**src/rtl/vpsc_pkg.sv**
```systemverilog
// Purpose : shared constants and state types of the backplane pin-side control
// Assumes : system clock clk_i at 125 MHz, reference clock pin at 64 MHz
// Notes   : address-modifier fields follow the standard space/privilege/cycle layout
package vpsc_pkg;

  // reference clock and address setup, counted in reference periods
  localparam int unsigned REF_PERIOD_PS  = 15625;
  localparam int unsigned ADDR_SETUP_NS  = 35;
  localparam int unsigned ADDR_SETUP_REF = (ADDR_SETUP_NS * 1000 + REF_PERIOD_PS - 1) / REF_PERIOD_PS;
  localparam int unsigned SETUP_CNT_W    = 4;

  // address space selector
  localparam logic [1:0] SPACE_A16 = 2'h0;
  localparam logic [1:0] SPACE_A24 = 2'h1;
  localparam logic [1:0] SPACE_A32 = 2'h2;

  // cycle type selector
  localparam logic [1:0] CYC_SINGLE = 2'h0;
  localparam logic [1:0] CYC_BLOCK  = 2'h1;
  localparam logic [1:0] CYC_MBLT   = 2'h2;

  // modifier code fields: upper three bits select the space
  localparam logic [2:0] AM_HI_A16  = 3'h5;
  localparam logic [2:0] AM_HI_A24  = 3'h7;
  localparam logic [2:0] AM_HI_A32  = 3'h1;
  localparam logic [1:0] AM_LO_DATA = 2'h1;
  localparam logic [1:0] AM_LO_PROG = 2'h2;
  localparam logic [1:0] AM_LO_BLT  = 2'h3;
  localparam logic [1:0] AM_LO_MBLT = 2'h0;

  // reset values of the pin drivers
  localparam logic [3:0] GRANT_IDLE_N = 4'hf;

  typedef enum logic [1:0] {
    GR_IDLE = 2'b00,
    GR_PASS = 2'b01,
    GR_OWN  = 2'b10,
    GR_DONE = 2'b11
  } vpsc_grant_st_t;

  typedef enum logic [1:0] {
    MS_IDLE   = 2'b00,
    MS_SETUP  = 2'b01,
    MS_STROBE = 2'b10
  } vpsc_mst_st_t;

endpackage

```
**src/rtl/vpsc_sync.sv**
```systemverilog
// Purpose : two-stage synchroniser for a vector of backplane pins
// Assumes : each bit is sampled on its own; no bus coherency is implied
// Notes   : the first stage feeds only the second
`timescale 1ns/1ps
module vpsc_sync #(
  parameter int unsigned WIDTH = 1
) (
  input  wire logic             clk_i,
  input  wire logic             rst_n_i,
  input  wire logic [WIDTH-1:0] data_i,
  input  wire logic [WIDTH-1:0] reset_val_i,
  output logic      [WIDTH-1:0] data_o
);

  logic [WIDTH-1:0] meta_q;
  logic [WIDTH-1:0] meta_d;
  logic [WIDTH-1:0] sync_q;

  always_comb begin
    meta_d = data_i ^ reset_val_i;
  end

  // reset loads zero; reset_val_i is folded in on entry and undone at the output
  always_ff @(posedge clk_i or negedge rst_n_i) begin
    if (!rst_n_i) begin
      meta_q <= '0;
      sync_q <= '0;
    end else begin
      meta_q <= meta_d;
      sync_q <= meta_q;
    end
  end

  assign data_o = sync_q ^ reset_val_i;

endmodule

```
**src/rtl/vpsc_top.sv**
```systemverilog
// Purpose : pin-side control of the backplane end of a host-to-backplane bridge
// Assumes : one clock; every backplane pin and the reference clock pass two flip-flops
// Notes   : data strobes, transfer acknowledge and the host side live elsewhere
// Functional notes
// fixed backplane timings are counted in edges of the 64 MHz reference clock
// backplane state machines advance only on reference clock edges; the code waits for them only in the address setup count
// in multiplexed block transfers address lines carry data bits 63 to 33
// in interrupt acknowledge the three low address lines carry the level
// address direction high while driving address and longword, else low
// six modifier lines encode space, privilege, cycle type and program/data
// modifier direction high while driving the codes, low while receiving
// address valid before strobe falls; receivers latch address on the fall
// strobe stays asserted across both phases of read-modify-write
// strobe direction high while driving the strobe, low while receiving
// as system controller assert bus clear when a higher request is pending
// the current owner releases the bus when bus clear is asserted; the code has no bus clear input and leaves GR_OWN only on mst_end
// the arbiter grants by driving one of four grant lines low
// accept a grant at our requested level, otherwise pass it onward
// at most one grant output asserted, the level being granted
// data direction high while driving data lines, low while receiving
// all direction outputs low when neither master nor responding slave
`timescale 1ns/1ps
module vpsc_top (
  input  wire logic        clk_i,
  input  wire logic        rst_n_i,
  input  wire logic        vme_reference_clock_i,
  input  wire logic        syscon_i,
  input  wire logic        mst_req_i,
  input  wire logic [1:0]  mst_level_i,
  input  wire logic [31:1] mst_addr_i,
  input  wire logic        mst_longword_n_i,
  input  wire logic [1:0]  mst_space_i,
  input  wire logic        mst_super_i,
  input  wire logic [1:0]  mst_cycle_i,
  input  wire logic        mst_program_i,
  input  wire logic        mst_write_i,
  input  wire logic        mst_rmw_i,
  input  wire logic [30:0] mst_mblt_hi_i,
  input  wire logic        mst_iack_i,
  input  wire logic [2:0]  mst_iack_level_i,
  input  wire logic        mst_phase_done_i,
  input  wire logic        mst_last_i,
  output logic             mst_owner_o,
  output logic             mst_strobe_o,
  input  wire logic        slv_select_i,
  input  wire logic        slv_read_i,
  output logic [31:1]      rx_addr_o,
  output logic [5:0]       rx_am_o,
  output logic             rx_valid_o,
  input  wire logic [31:1] backplane_address_lines_i,
  output logic [31:1]      backplane_address_lines_o,
  output logic             backplane_address_lines_oe_o,
  output logic             longword_n_o,
  output logic             longword_n_oe_o,
  input  wire logic [5:0]  address_modifier_lines_i,
  output logic [5:0]       address_modifier_lines_o,
  output logic             address_modifier_lines_oe_o,
  input  wire logic        address_strobe_n_i,
  output logic             address_strobe_n_o,
  output logic             address_strobe_n_oe_o,
  output logic             address_xcvr_direction_o,
  output logic             modifier_xcvr_direction_o,
  output logic             strobe_xcvr_direction_o,
  output logic             data_xcvr_direction_o,
  output logic             bus_clear_n_o,
  input  wire logic [3:0]  grant_in_n_i,
  output logic [3:0]       grant_out_n_o,
  input  wire logic [3:0]  bus_request_n_i,
  input  wire logic        bus_busy_n_i
);

  ////////////////////////////////////////////////////////////////////////////////
  // reset release and pin synchronisers

  logic        rst_meta_q;
  logic        rst_q;
  logic [48:0] pin_s;
  logic        ref_s;
  logic        ref_prev_q;
  logic        ref_tick;
  logic        syscon_s;
  logic        as_n_s;
  logic        as_prev_q;
  logic        busy_n_s;
  logic [3:0]  req_n_s;
  logic [3:0]  gin_n_s;
  logic [5:0]  am_s;
  logic [31:1] addr_s;

  always_ff @(posedge clk_i or negedge rst_n_i) begin
    if (!rst_n_i) begin
      rst_meta_q <= 1'b0;
      rst_q      <= 1'b0;
    end else begin
      rst_meta_q <= 1'b1;
      rst_q      <= rst_meta_q;
    end
  end

  // strobe, busy, requests and grants idle high, so their reset image is inverted
  vpsc_sync #(.WIDTH(49)) u_pins (
    .clk_i       (clk_i),
    .rst_n_i     (rst_q),
    .data_i      ({vme_reference_clock_i, syscon_i, address_strobe_n_i, bus_busy_n_i, bus_request_n_i,
                   grant_in_n_i, address_modifier_lines_i, backplane_address_lines_i}),
    .reset_val_i ({1'h0, 1'h0, 1'h1, 1'h1, 4'hf, 4'hf, 6'h00, 31'h0}),
    .data_o      (pin_s)
  );

  assign {ref_s, syscon_s, as_n_s, busy_n_s, req_n_s, gin_n_s, am_s, addr_s} = pin_s;
  assign ref_tick = ref_s & ~ref_prev_q;

  ////////////////////////////////////////////////////////////////////////////////
  // grant daisy chain and bus clear

  vpsc_pkg::vpsc_grant_st_t gr_q;
  vpsc_pkg::vpsc_grant_st_t gr_d;
  logic [1:0] gr_lvl_q;
  logic [1:0] gr_lvl_d;
  logic [3:0] gout_n_q;
  logic [3:0] gout_n_d;
  logic [1:0] own_lvl_q;
  logic [1:0] own_lvl_d;
  logic       bclr_n_q;
  logic       bclr_n_d;
  logic       gin_any;
  logic [1:0] gin_lvl;
  logic       req_higher;
  logic       mst_end;

  always_comb begin
    gin_any = 1'b0;
    gin_lvl = 2'h0;
    for (int i = 0; i < 4; i++) begin
      if (!gin_n_s[i]) begin
        gin_any = 1'b1;
        gin_lvl = 2'(i);
      end
    end
    req_higher = 1'b0;
    for (int i = 0; i < 4; i++) begin
      if (!req_n_s[i] && 2'(i) > own_lvl_q) begin
        req_higher = 1'b1;
      end
    end
  end

  always_comb begin
    gr_d      = gr_q;
    gr_lvl_d  = gr_lvl_q;
    gout_n_d  = vpsc_pkg::GRANT_IDLE_N;
    own_lvl_d = gin_any ? gin_lvl : own_lvl_q;
    // limitation: owner level is taken from the grant seen here, not a full arbiter
    bclr_n_d  = ~(syscon_s & ~busy_n_s & req_higher);
    unique case (gr_q)
      vpsc_pkg::GR_IDLE: begin
        if (gin_any) begin
          gr_lvl_d = gin_lvl;
          if (mst_req_i && mst_level_i == gin_lvl) begin
            gr_d = vpsc_pkg::GR_OWN;
          end else begin
            gr_d = vpsc_pkg::GR_PASS;
            gout_n_d[gin_lvl] = 1'b0;
          end
        end
      end
      vpsc_pkg::GR_PASS: begin
        if (gin_n_s[gr_lvl_q]) begin
          gr_d = vpsc_pkg::GR_IDLE;
        end else begin
          gout_n_d[gr_lvl_q] = 1'b0;
        end
      end
      vpsc_pkg::GR_OWN: begin
        if (mst_end) begin
          gr_d = vpsc_pkg::GR_DONE;
        end
      end
      vpsc_pkg::GR_DONE: begin
        // a grant still held low must not be passed on after our own tenure
        if (gin_n_s[gr_lvl_q]) begin
          gr_d = vpsc_pkg::GR_IDLE;
        end
      end
    endcase
  end

  always_ff @(posedge clk_i or negedge rst_q) begin
    if (!rst_q) begin
      gr_q       <= vpsc_pkg::GR_IDLE;
      gr_lvl_q   <= 2'h0;
      gout_n_q   <= vpsc_pkg::GRANT_IDLE_N;
      own_lvl_q  <= 2'h0;
      bclr_n_q   <= 1'b1;
      ref_prev_q <= 1'b0;
    end else begin
      gr_q       <= gr_d;
      gr_lvl_q   <= gr_lvl_d;
      gout_n_q   <= gout_n_d;
      own_lvl_q  <= own_lvl_d;
      bclr_n_q   <= bclr_n_d;
      ref_prev_q <= ref_s;
    end
  end

  ////////////////////////////////////////////////////////////////////////////////
  // master address phase

  vpsc_pkg::vpsc_mst_st_t ms_q;
  vpsc_pkg::vpsc_mst_st_t ms_d;
  logic [vpsc_pkg::SETUP_CNT_W-1:0] cnt_q;
  logic [vpsc_pkg::SETUP_CNT_W-1:0] cnt_d;
  logic        phase_q;
  logic        phase_d;
  logic [31:1] addr_q;
  logic [31:1] addr_d;
  logic [5:0]  am_q;
  logic [5:0]  am_d;
  logic        lword_q;
  logic        lword_d;
  logic        write_q;
  logic        write_d;
  logic [2:0]  am_hi;
  logic [1:0]  am_lo;

  always_comb begin
    unique case (mst_space_i)
      vpsc_pkg::SPACE_A16: am_hi = vpsc_pkg::AM_HI_A16;
      vpsc_pkg::SPACE_A24: am_hi = vpsc_pkg::AM_HI_A24;
      default:             am_hi = vpsc_pkg::AM_HI_A32;
    endcase
    unique case (mst_cycle_i)
      vpsc_pkg::CYC_BLOCK: am_lo = vpsc_pkg::AM_LO_BLT;
      vpsc_pkg::CYC_MBLT:  am_lo = vpsc_pkg::AM_LO_MBLT;
      default:             am_lo = mst_program_i ? vpsc_pkg::AM_LO_PROG : vpsc_pkg::AM_LO_DATA;
    endcase
  end

  assign mst_end = (ms_q == vpsc_pkg::MS_STROBE) & mst_phase_done_i & mst_last_i & (phase_q | ~mst_rmw_i);

  always_comb begin
    ms_d    = ms_q;
    cnt_d   = cnt_q;
    phase_d = phase_q;
    addr_d  = addr_q;
    am_d    = am_q;
    lword_d = lword_q;
    write_d = write_q;
    unique case (ms_q)
      vpsc_pkg::MS_IDLE: begin
        if (gr_q == vpsc_pkg::GR_OWN) begin
          ms_d    = vpsc_pkg::MS_SETUP;
          cnt_d   = '0;
          phase_d = 1'b0;
          addr_d  = mst_addr_i;
          if (mst_iack_i) begin
            addr_d[3:1] = mst_iack_level_i;
          end
          am_d    = {am_hi, mst_super_i, am_lo};
          lword_d = mst_longword_n_i;
          write_d = mst_write_i;
        end
      end
      vpsc_pkg::MS_SETUP: begin
        // address is already on the pins; the strobe waits a whole setup in reference edges
        if (ref_tick) begin
          if (cnt_q == vpsc_pkg::SETUP_CNT_W'(vpsc_pkg::ADDR_SETUP_REF - 1)) begin
            ms_d = vpsc_pkg::MS_STROBE;
          end else begin
            cnt_d = cnt_q + 1'b1;
          end
        end
      end
      vpsc_pkg::MS_STROBE: begin
        if (mst_phase_done_i) begin
          phase_d = 1'b1;
          if (am_q[1:0] == vpsc_pkg::AM_LO_MBLT) begin
            addr_d = mst_mblt_hi_i;
          end
        end
        if (mst_end) begin
          ms_d = vpsc_pkg::MS_IDLE;
        end
      end
      default: begin
        ms_d = vpsc_pkg::MS_IDLE;
      end
    endcase
  end

  always_ff @(posedge clk_i or negedge rst_q) begin
    if (!rst_q) begin
      ms_q    <= vpsc_pkg::MS_IDLE;
      cnt_q   <= '0;
      phase_q <= 1'b0;
      addr_q  <= '0;
      am_q    <= 6'h00;
      lword_q <= 1'b1;
      write_q <= 1'b0;
    end else begin
      ms_q    <= ms_d;
      cnt_q   <= cnt_d;
      phase_q <= phase_d;
      addr_q  <= addr_d;
      am_q    <= am_d;
      lword_q <= lword_d;
      write_q <= write_d;
    end
  end

  ////////////////////////////////////////////////////////////////////////////////
  // receive latch for the responding slave

  logic        rx_valid_q;
  logic        rx_valid_d;
  logic [31:1] rx_addr_q;
  logic [31:1] rx_addr_d;
  logic [5:0]  rx_am_q;
  logic [5:0]  rx_am_d;

  always_comb begin
    rx_valid_d = rx_valid_q & ~as_n_s;
    rx_addr_d  = rx_addr_q;
    rx_am_d    = rx_am_q;
    if (!as_n_s && as_prev_q && ms_q == vpsc_pkg::MS_IDLE) begin
      rx_valid_d = 1'b1;
      rx_addr_d  = addr_s;
      rx_am_d    = am_s;
    end
  end

  always_ff @(posedge clk_i or negedge rst_q) begin
    if (!rst_q) begin
      rx_valid_q <= 1'b0;
      rx_addr_q  <= '0;
      rx_am_q    <= 6'h00;
      as_prev_q  <= 1'b1;
    end else begin
      rx_valid_q <= rx_valid_d;
      rx_addr_q  <= rx_addr_d;
      rx_am_q    <= rx_am_d;
      as_prev_q  <= as_n_s;
    end
  end

  ////////////////////////////////////////////////////////////////////////////////
  // pins and transceiver directions

  logic drive_addr;

  assign drive_addr                   = ms_q != vpsc_pkg::MS_IDLE;
  assign backplane_address_lines_o    = addr_q;
  assign backplane_address_lines_oe_o = drive_addr;
  assign longword_n_o                 = lword_q;
  assign longword_n_oe_o              = drive_addr;
  assign address_modifier_lines_o     = am_q;
  assign address_modifier_lines_oe_o  = drive_addr;
  assign address_strobe_n_o           = ms_q != vpsc_pkg::MS_STROBE;
  assign address_strobe_n_oe_o        = drive_addr;
  assign address_xcvr_direction_o     = drive_addr;
  assign modifier_xcvr_direction_o    = drive_addr;
  assign strobe_xcvr_direction_o      = drive_addr;
  assign data_xcvr_direction_o        = (drive_addr & write_q) | (slv_select_i & slv_read_i & ~drive_addr);
  assign bus_clear_n_o                = bclr_n_q;
  assign grant_out_n_o                = gout_n_q;
  assign mst_owner_o                  = gr_q == vpsc_pkg::GR_OWN;
  assign mst_strobe_o                 = ms_q == vpsc_pkg::MS_STROBE;
  assign rx_addr_o                    = rx_addr_q;
  assign rx_am_o                      = rx_am_q;
  assign rx_valid_o                   = rx_valid_q;
endmodule

```
**config.mk**
```make
export PLATFORM = sky130hd
export DESIGN_NAME = vpsc_top
export DESIGN_NICKNAME = d
export VERILOG_FILES = /design/src/rtl/vpsc_pkg.sv /design/src/rtl/vpsc_sync.sv /design/src/rtl/vpsc_top.sv
export SDC_FILE = /design/constraint.sdc
export NUM_CORES = 1
export LEC_CHECK = 0
export ABC_AREA = 1
export BUFFER_PORTS_ARGS = -buffer_cell sky130_fd_sc_hd__buf_2
export CORE_ASPECT_RATIO = 1.5
export CORE_MARGIN = 2
export CORE_UTILIZATION = 57
export CTS_CLUSTER_DIAMETER = 150
export DETAILED_ROUTE_END_ITERATION = 7
export PLACE_DENSITY = 0.95
export SLEW_MARGIN = 40
export SYNTH_ARGS = -nofsm -noshare
export SYNTH_HDL_FRONTEND = slang
export SYNTH_HIERARCHICAL = 1
export SYNTH_SLANG_ARGS = --single-unit
```
**constraint.sdc**
```tcl
create_clock -name clk_i -period 14.1 [get_ports clk_i]
set_clock_uncertainty 0.05 [all_clocks]
set_input_delay 2.82 -clock clk_i [delete_from_list [all_inputs] [get_ports clk_i]]
set_output_delay 2.82 -clock clk_i [all_outputs]
set_load 0.01 [all_outputs]
```
After elaboration in Yosys (flattened, before gate mapping)
Cells that the tools add are included.

Register bits: 197. Output and inout port bits: 92. Logic and storage cells: 149.

$add $sub $neg: 1. Order comparisons: 8. Eq/ne operators: 21. Mux-type cells: 47. Bitwise logic cells: 22. Reductions and logical operators: 29.

Operator list (number): 2-to-1 mux 31 bit (3); one-hot mux 31 bit (2 select lines) (1); 2-to-1 mux 4 bit (6); 2-to-1 mux 2 bit (11); inverter 10 bit (2); one-hot mux 4 bit (2 select lines) (2); 2-to-1 mux 1 bit (15); inequality test 2 bit, second input constant (7); one-hot mux 2 bit (3 select lines) (2); AND reduction 4 bit (3); AND 1 bit (10); logical AND 1 bit (9); == test 2 x 1 -> 1 bit, second input constant (4); == test 2 bit, second input constant (4); zero test 2 bit (4); inequality test 2 x 1 -> 1 bit, second input constant (4); inverter 4 bit (2); less-than comparator 2 x 3 -> 1 bit, second input constant (2); inverter 1 bit (6); one-hot mux 3 bit (2 select lines) (1); AND reduction 3 bit (2); nonzero test 2 bit (3); zero test 1 bit (5); adder 4 x 1 -> 4 bit, second input constant (1); other kinds (13) (19).

Logic depth before layout (Yosys ltp)
Gate-level depths: netlist of the first run.

Depth after elaboration: 12. Gate-level depth with buffers: 12. Gate-level depth less buffers: 12.

Cells and area by module
Netlist of the first run, hierarchy kept.

By module, submodules not included: vpsc_top (instances 1, cells each 528, area each 4720.8 sq um, sequential area each 2486.1 sq um); vpsc_sync (instances 1, cells each 539, area each 4107.7 sq um, sequential area each 2452.4 sq um).

Least setup slack after synthesis of the first run
Ideal clock, no wire load.

Path kind: input -> output. Start: in slv_select_i. End: out data_xcvr_direction_o. Arrival: 2.979 ns. Data required time: 11.230 ns. Setup slack: 8.251 ns. Stages: 2. Path through: nand3_1 nand2_1.

Longest elaborated chain between the ends: 3.

RTL lines: start: declaration (RTL line vpsc_top.sv:45) `input wire logic slv_select_i,`; AND 1 bit (2 in a row) (RTL line vpsc_top.sv:363) `assign data_xcvr_direction_o = (drive_addr & write_q) | (slv_select_i & slv_read_i & ~drive_addr);`; bitwise OR 1 bit (RTL line vpsc_top.sv:363); end: declaration (RTL line vpsc_top.sv:64) `output logic data_xcvr_direction_o,`.

Every way passes these cells.

Worst setup path in the final report of the first run
Start: in slv_read_i. End: out data_xcvr_direction_o.

Longest elaborated chain between the ends: 3.

RTL lines: start: declaration (RTL line vpsc_top.sv:46) `input wire logic slv_read_i,`; AND 1 bit (2 in a row) (RTL line vpsc_top.sv:363); bitwise OR 1 bit (RTL line vpsc_top.sv:363).

Every way passes these cells.

==> results of run 1 <==
==> power groups by stage <==
stage	sequential [W]	combinational, W	clock [W]
global placement	0.000786	0.000500	0
global route	0.000801	0.000585	0.000512
finish	0.000784	0.000523	0.000473
CTS	0.000785	0.000522	0.000487
detailed placement	0.000795	0.000519	0
floorplan	0.000837	0.000282	0
==> metrics by stage <==
step	utilization [%]	hold WS [ns]	setup slack, ns	cells	instance area, sq um
after floorplan	-	0.281	8.23	1199	9280
after global placement	69.9	0.282	8.06	1602	10500
after detailed placement	69.9	0.285	8.03	1602	10500
after CTS	73.9	0.299	8.03	1634	11100
after global routing	74.0	0.199	8.01	1635	11200
final	74.0	0.180	8.03	1635	11200
==> worst register-to-register path: cells and delay by family (launching register included) <==
kind	cells	cell delay, ns
AO/OA/AOI/OAI	1	0.09
AND/OR/NAND/NOR	4	0.94
buffers and inverters	2	0.62
flip-flops	1	0.43
==> metal layers <==
metal	global-route usage [%]	part of all wire (%)	up-vias
li1	-	-	3682
met1	25.5	37	3293
met2	47.1	55	214
met3	4.97	4.9	47
met4	10.2	3.3	0
met5	0	0	-
==> sequential cells by signal (all words and copies together) (netlist names), 4 cells and up <==
signal,count
address_modifier_lines_o,6
backplane_address_lines_o,31
cnt_q,4
grant_out_n_o,4
rx_addr_o,31
rx_am_o,6
u_pins/meta_q,48
u_pins/sync_q,48
==> area by class of cell <==
cell class	count	area [sq um]	share of cell area (%)
Tap cell	199	249	2.23
Sequential cell	195	4890	43.9
Inverter	206	773	6.93
Clock inverter	13	161	1.45
Clock buffer	19	443	3.97
Multi-Input combinational cell	775	3470	31.1
Timing Repair Buffer	228	1170	10.5
==> worst min-delay path by stage <==
stage,from,to,cells after the start
2_1_floorplan,rst_meta_q,rst_q,0
3_3_place_gp,u_pins/meta_q[37],u_pins/sync_q[37],0
3_5_place_dp,u_pins/meta_q[28],u_pins/sync_q[28],0
4_1_cts,u_pins/meta_q[20],u_pins/sync_q[20],0
5_1_grt,rst_q,rx_addr_o[9],0
6_report,rst_q,rx_addr_o[9],0
==> qor.yml, run 1 <==
setup_path:
  crit_path_start: "slv_read_i"
  cp-start-kind: "input pin"
  critical_path_buf_inv_count: 2
  crit_path_end_kind: "primary output"
  critical-path-max-stage-delay_ns: 0.13
  r2r_slack_ns: 11.83
  cp.depth: 4
  worstPathMaxFanout: 1
  cp.required_ns: 11.23
  rr_worst_depth: 7
  path_class: "input pin to primary output"
  cp.arrival_ns: 3.20
  crit_slowest_cell: "buf_2"
  rr_startpoint: "ms_q[1]"
  cpMostUsedCell: "buf_2"
  crit_path_cell_trace: "buf_2, nand3_1, nand2_1, buf_2"
  crit_end: "data_xcvr_direction_o"
  rr_endpoint: "backplane_address_lines_o[23]"
  cpLargestDelayFamily: "buffers and inverters"
global_routing:
  grt_pass1_vias: 7389
  grt_pass1_wl_um: 32000
  overflow: 0
  antenna_found_initial: 0
  grt_max_degree: 73
  grtUsageTotal_pct: 24.5
clock_tree:
  post_cts_resized: 0
  clk_path_buf_depth: 2
  ctsRootBufferMaster: "clkbuf_16"
  clk_latency_ns: 0.41
  cts_hold_buffers: 0
  clock-sinks: 195
  path_clk_slew_ns: 0.08
  numCtsBuffers: 17
  cts_tree: "yes"
  h-tree-depth: 4
  cts_setup_buffers: 0
final_layout:
  final_common_cell: "nand2_1"
  final_cell_mix: "nand2_1, buf_2, inv_1, dfrtp_1, conb_1"
  drive_above_1_share_pct: 22.1
  area_growth_syn_to_layout_pct: 27.6
  nets: 1559
  fillers: 1101
  num_antenna_cells: 0
sta:
  fin_crit_sh_pct: 43.1
  slew_headroom_pct: 45.8
  maxSlewViolCount: 0
  tightest_slew_ns: 0.812
  max_freq_mhz: 165
  setup_viol: 0
  grt_setup_unrepaired: "no"
  period_minus_slack_ns: 6.07
  final.setup.tns_ns: 0
  hold_violations: 0
drt:
  vias: 7236
  drtIter0Drc: 317
  drc: 0
  drt-total-wl_um: 19000
  final_antenna_net_count: 0
  wl_per_cell_um: 11.6
  via_per_inst: 4.43
  first_pass_iters: 4
placed_design:
  finalWeightedCongestion: 0.874
  dp_hpwl_um: 14400
  io_buffers: 223
yosys:
  synth_warnings: 6
  syn_area_sq_um: 8740
  synth_cells: 1056
  synth.avg_cell_area_sq_um: 8.28
job:
  max_cap_violations: 0
status:
  status: "finished clean"
min_path:
  hold_path_class: "flop to async pin"
power:
  p_switching_w: 0.000604
  worst_ir_drop_vdd_mv: 0.106
  sw_frac_of_total_pct: 33.9
  comb_power_share_pct: 29.4
  p_per_area_nw_per_um2: 160
  p_int_w: 0.00118
  power.total_w: 0.00178
  power.leakage_nw: 6.70
  pwr-share-clk_pct: 26.6
  p_seq_share_pct: 44.1
floorplanning:
  boundaryPins: 225
  fp.dieArea_sq_um: 16400
  coreArea_sq_um: 15100
  fp.dieW_um: 105
  rows: 55
  start_util_pct: 58.0
  die_height_um: 156
(Power assumes the default switching activity.)
==> run 2: changes to the inputs <==
Settings changed: CORE_UTILIZATION 57 to 48, PLACE_DENSITY 0.95 to 0.86.
Clock period 14.1 ns to 5.4 ns, I/O delays scaled along.
==> qor.yml, run 2 (synthesis gave the netlist of run 1 again) <==
sta:
  final.setup.tns_ns: 0
  setup_viol: 0
  slew_headroom_pct: 47.7
  tightest_slew_ns: 0.783
  hold_violations: 0
  holdWs_ns: 0.156
  fin_crit_sh_pct: 61.7
  period_minus_slack_ns: 3.33
  maxSlewViolCount: 0
  max_freq_mhz: 300
  grt_setup_unrepaired: "no"
min_path:
  hold_path_class: "flop to async pin"
setup_path:
  rr_startpoint: "ms_q[1]"
  rr_endpoint: "backplane_address_lines_o[14]"
  r2r_slack_ns: 3.27
  path_class: "flop to primary output"
  cp.required_ns: 4.27
  worstPathMaxFanout: 36
  cp.arrival_ns: 2.20
  cp-start-kind: "flop"
  rr_worst_depth: 8
  crit_path_end_kind: "primary output"
power:
  p_int_w: 0.00311
  p_switching_w: 0.00155
  p_per_area_nw_per_um2: 416
  power.leakage_nw: 6.72
  sw_frac_of_total_pct: 33.3
  p_seq_share_pct: 43.8
  worst_ir_drop_vdd_mv: 0.280
  pwr-share-clk_pct: 27.1
  power.total_w: 0.00466
  comb_power_share_pct: 29.1
global_routing:
  overflow: 0
  antenna_found_initial: 2
  grt_pass1_wl_um: 30000
  grt_pass1_vias: 6967
  grt_max_degree: 110
  grtUsageTotal_pct: 19.3
status:
  status: "finished clean"
clock_tree:
  h-tree-depth: 4
  numCtsBuffers: 17
  clock-sinks: 195
  cts_hold_buffers: 0
  clk_path_buf_depth: 2
  clk_latency_ns: 0.41
  ctsRootBufferMaster: "clkbuf_16"
  path_clk_slew_ns: 0.07
  post_cts_resized: 0
  cts_setup_buffers: 0
  cts_tree: "yes"
job:
  max_cap_violations: 0
placed_design:
  dp_hpwl_um: 13800
  finalWeightedCongestion: 0.811
  place_inst: 1622
  io_buffers: 223
  post_dp_cell_area_sq_um: 10600
drt:
  final_antenna_net_count: 0
  drc: 0
  wl_per_cell_um: 11.0
  first_pass_iters: 6
  drtIter0Drc: 379
  drt-total-wl_um: 18200
  vias: 7076
  via_per_inst: 4.28
floorplanning:
  boundaryPins: 225
  start_util_pct: 48.9
  die_height_um: 169
  coreArea_sq_um: 17900
  rows: 60
  fp.dieArea_sq_um: 19300
  fp.dieW_um: 114
final_layout:
  stdcell_area_sq_um: 11200
  final_common_cell: "nand2_1"
  fillers: 1533
  drive_above_1_share_pct: 22.1
  top_regs: "u_pins/meta_q (48), u_pins/sync_q (48)"
  final_cell_mix: "nand2_1, buf_2, inv_1, dfrtp_1, conb_1"
  num_antenna_cells: 0
  area_growth_syn_to_layout_pct: 28.1
  nets: 1560
  stdcell_count: 1654
-- run 2: area by class of cell --
cell class | instances | area [sq um] | share of cell area (%)
Multi-Input combinational cell | 775 | 3470 | 31.0
Clock buffer | 18 | 439 | 3.92
Tap cell | 217 | 272 | 2.42
Sequential cell | 195 | 4890 | 43.7
Clock inverter | 14 | 160 | 1.43
Timing Repair Buffer | 229 | 1200 | 10.7
Inverter | 206 | 773 | 6.90
-- run 2: power groups by stage --
stage	logic (W)	clock network, W	registers (W)
floorplan	0.000737	0	0.00218
global placement	0.00131	0	0.00206
detailed placement	0.00137	0	0.00206
CTS	0.00138	0.00131	0.00204
global route	0.00152	0.00137	0.00209
finish	0.00136	0.00126	0.00204
-- run 2: layer usage --
| metal | part of all wire [%] | vias up | GRT usage [%] |
|---|---|---|---|
| li1 | - | 3682 | - |
| met1 | 40 | 3198 | 21.7 |
| met2 | 52 | 163 | 35.1 |
| met3 | 5.1 | 31 | 4.86 |
| met4 | 2.3 | 2 | 6.79 |
| met5 | 0.061 | - | 0 |
-- run 2: stage by stage --
stage                     worst slack [ns]  util, %
after global placement                2.56     59.1
after CTS                             2.04     62.7
after detailed placement              2.51     59.3
final                                 2.07     62.7
after floorplan                       2.14        -
after global routing                  1.91     62.7
-- run 2: how the worst max path moves through the flow --
stage	from	to	slack, ns	cells past startpoint
global placement	ms_q[1]	address_strobe_n_o	2.56	5
CTS	ms_q[1]	address_strobe_n_o	2.04	5
floorplan	rst_q	address_modifier_lines_o[0]	2.14	0
detailed placement	ms_q[1]	address_strobe_n_o	2.51	5
finish	ms_q[1]	address_strobe_n_o	2.07	5
global route	ms_q[1]	address_strobe_n_o	1.91	5
-- run 2: worst max-delay path, cell delays in order, from the launching register on --
cell and delay (ns):
dfrtp_1 0.43, inv_1 0.14, nor2_4 0.62, inv_1 0.13
buf_4 0.27, buf_2 0.18
==> run 3: changes to the inputs <==
Clock period 5.4 ns to 2.7 ns, I/O delays scaled along.
==> qor.yml, run 3 (synthesis gave the netlist of run 1 again) <==
final_layout:
  area_growth_syn_to_layout_pct: 28.3
  multi_input_area_sq_um: 3470
  drive_above_1_share_pct: 22.0
  final_core_util_pct: 62.8
  final_common_cell: "nand2_1"
  fillers: 1542
  nets: 1561
  top_regs: "u_pins/meta_q (48), u_pins/sync_q (48)"
  stdcell_area_sq_um: 11200
  register_area_sq_um: 4890
  stdcell_count: 1658
  final_cell_mix: "nand2_1, buf_2, inv_1, dfrtp_1, conb_1"
setup_path:
  cp-start-kind: "flop"
  worstPathMaxFanout: 18
  path_class: "flop to primary output"
  cp.arrival_ns: 1.68
  rr_worst_depth: 5
  cpMostUsedCell: "inv_1"
  critical-path-max-stage-delay_ns: 0.43
  r2r_slack_ns: 0.78
  crit_path_cell_trace: "inv_1, nor2_4, inv_1, buf_2"
  cp.required_ns: 2.11
  crit_path_end_kind: "primary output"
  crit_slowest_cell: "dfrtp_1"
sta:
  grt_setup_unrepaired: "no"
  period_minus_slack_ns: 2.27
  setup_viol: 0
  final.setup.tns_ns: 0
  maxSlewViolCount: 0
  slew_headroom_pct: 54.3
  fin_crit_sh_pct: 84.2
  hold_violations: 0
  max_freq_mhz: 440
  tightest_slew_ns: 0.686
clock_tree:
  post_cts_resized: 0
  h-tree-depth: 4
  cts_hold_buffers: 1
  clk_latency_ns: 0.42
  ctsRootBufferMaster: "clkbuf_16"
  numCtsBuffers: 17
  clk_path_buf_depth: 2
  cts_tree: "yes"
  cts_setup_buffers: 0
  path_clk_slew_ns: 0.07
  clock-sinks: 195
drt:
  drtIter0Drc: 316
  via_per_inst: 4.26
  drc: 0
  first_pass_iters: 5
  vias: 7056
  final_antenna_net_count: 0
  wl_per_cell_um: 10.7
  drt-total-wl_um: 17800
power:
  p_int_w: 0.00640
  p_switching_w: 0.00299
  power.leakage_nw: 6.72
  worst_ir_drop_vdd_mv: 0.554
  p_seq_share_pct: 43.4
  p_per_area_nw_per_um2: 837
  comb_power_share_pct: 28.6
  pwr-share-clk_pct: 28.0
  sw_frac_of_total_pct: 31.9
placed_design:
  dp_hpwl_um: 13300
  io_buffers: 223
  place_inst: 1622
  finalWeightedCongestion: 0.846
  post_dp_cell_area_sq_um: 10600
job:
  max_cap_violations: 0
floorplanning:
  rows: 60
  start_util_pct: 48.9
  die_height_um: 169
  fp.dieArea_sq_um: 19300
  coreArea_sq_um: 17900
  boundaryPins: 225
  fp.dieW_um: 114
global_routing:
  antenna_found_initial: 3
  grt_max_degree: 129
  overflow: 0
  grt_pass1_vias: 6878
  grtUsageTotal_pct: 19.2
  grt_pass1_wl_um: 29700
status:
  status: "finished clean"
min_path:
  min_delay_path_depth: 3
  hold_path_class: "input pin to flop"
[run 3: cell count changes in the layout (fill, tap and decap cells not counted), sizes merged]
cell / change
clkinv: -5
dlygate4sd3: +1
inv: -1
clkinvlp: +1
clkbuf: +3
diode: +3
bufinv: +2
[run 3: power groups by stage]
stage	combinational, W	sequential [W]	clock [W]
after detailed placement	0.00270	0.00413	0
after floorplan	0.00147	0.00437	0
after global placement	0.00263	0.00410	0
after global routing	0.00301	0.00418	0.00284
final	0.00268	0.00408	0.00263
after CTS	0.00271	0.00408	0.00272
[run 3: metrics by stage]
step	power (W)	setup slack, ns	hold slack (ns)
floorplan	0.00584	0.660	0.194
global placement	0.00672	0.849	0.275
detailed placement	0.00683	0.791	0.279
CTS	0.00952	0.403	0.241
global route	0.0100	0.265	0.249
finish	0.00939	0.427	0.261
[run 3: worst paths after layout]
kind | startpoint | to
max in group asynchronous | rst_q | u_pins/sync_q[29]
min reg2reg | u_pins/meta_q[26] | u_pins/sync_q[26]
min | mst_write_i | write_q
min in group asynchronous | rst_q | address_modifier_lines_o[0]
max | ms_q[1] | address_strobe_n_o
max reg2reg | ms_q[0] | backplane_address_lines_o[25]
[run 3: per-layer routing]
layer | vias to the layer above | routed length, um | GRT usage [%]
met5 | - | 0 | 0
met4 | 0 | 324 | 6.63
met3 | 23 | 807 | 4.39
met2 | 170 | 9540 | 35.0
met1 | 3180 | 7140 | 21.9
li1 | 3683 | - | -
[run 3: cell type report]
class / count / area share (%)
Sequential cell: 195 / 43.6
Multi-Input combinational cell: 775 / 30.9
Timing Repair Buffer: 230 / 10.6
Inverter: 206 / 6.89
Clock buffer: 21 / 4.10
Tap cell: 217 / 2.42
Clock inverter: 11 / 1.43
Antenna cell: 3 / 0.0669
[run 3: critical path, delay by kind of cell, from the launching register on]
kind / cells / cell delay [ns]
simple gates: 1 / 0.05
buf+inv: 3 / 0.78
flops: 1 / 0.43
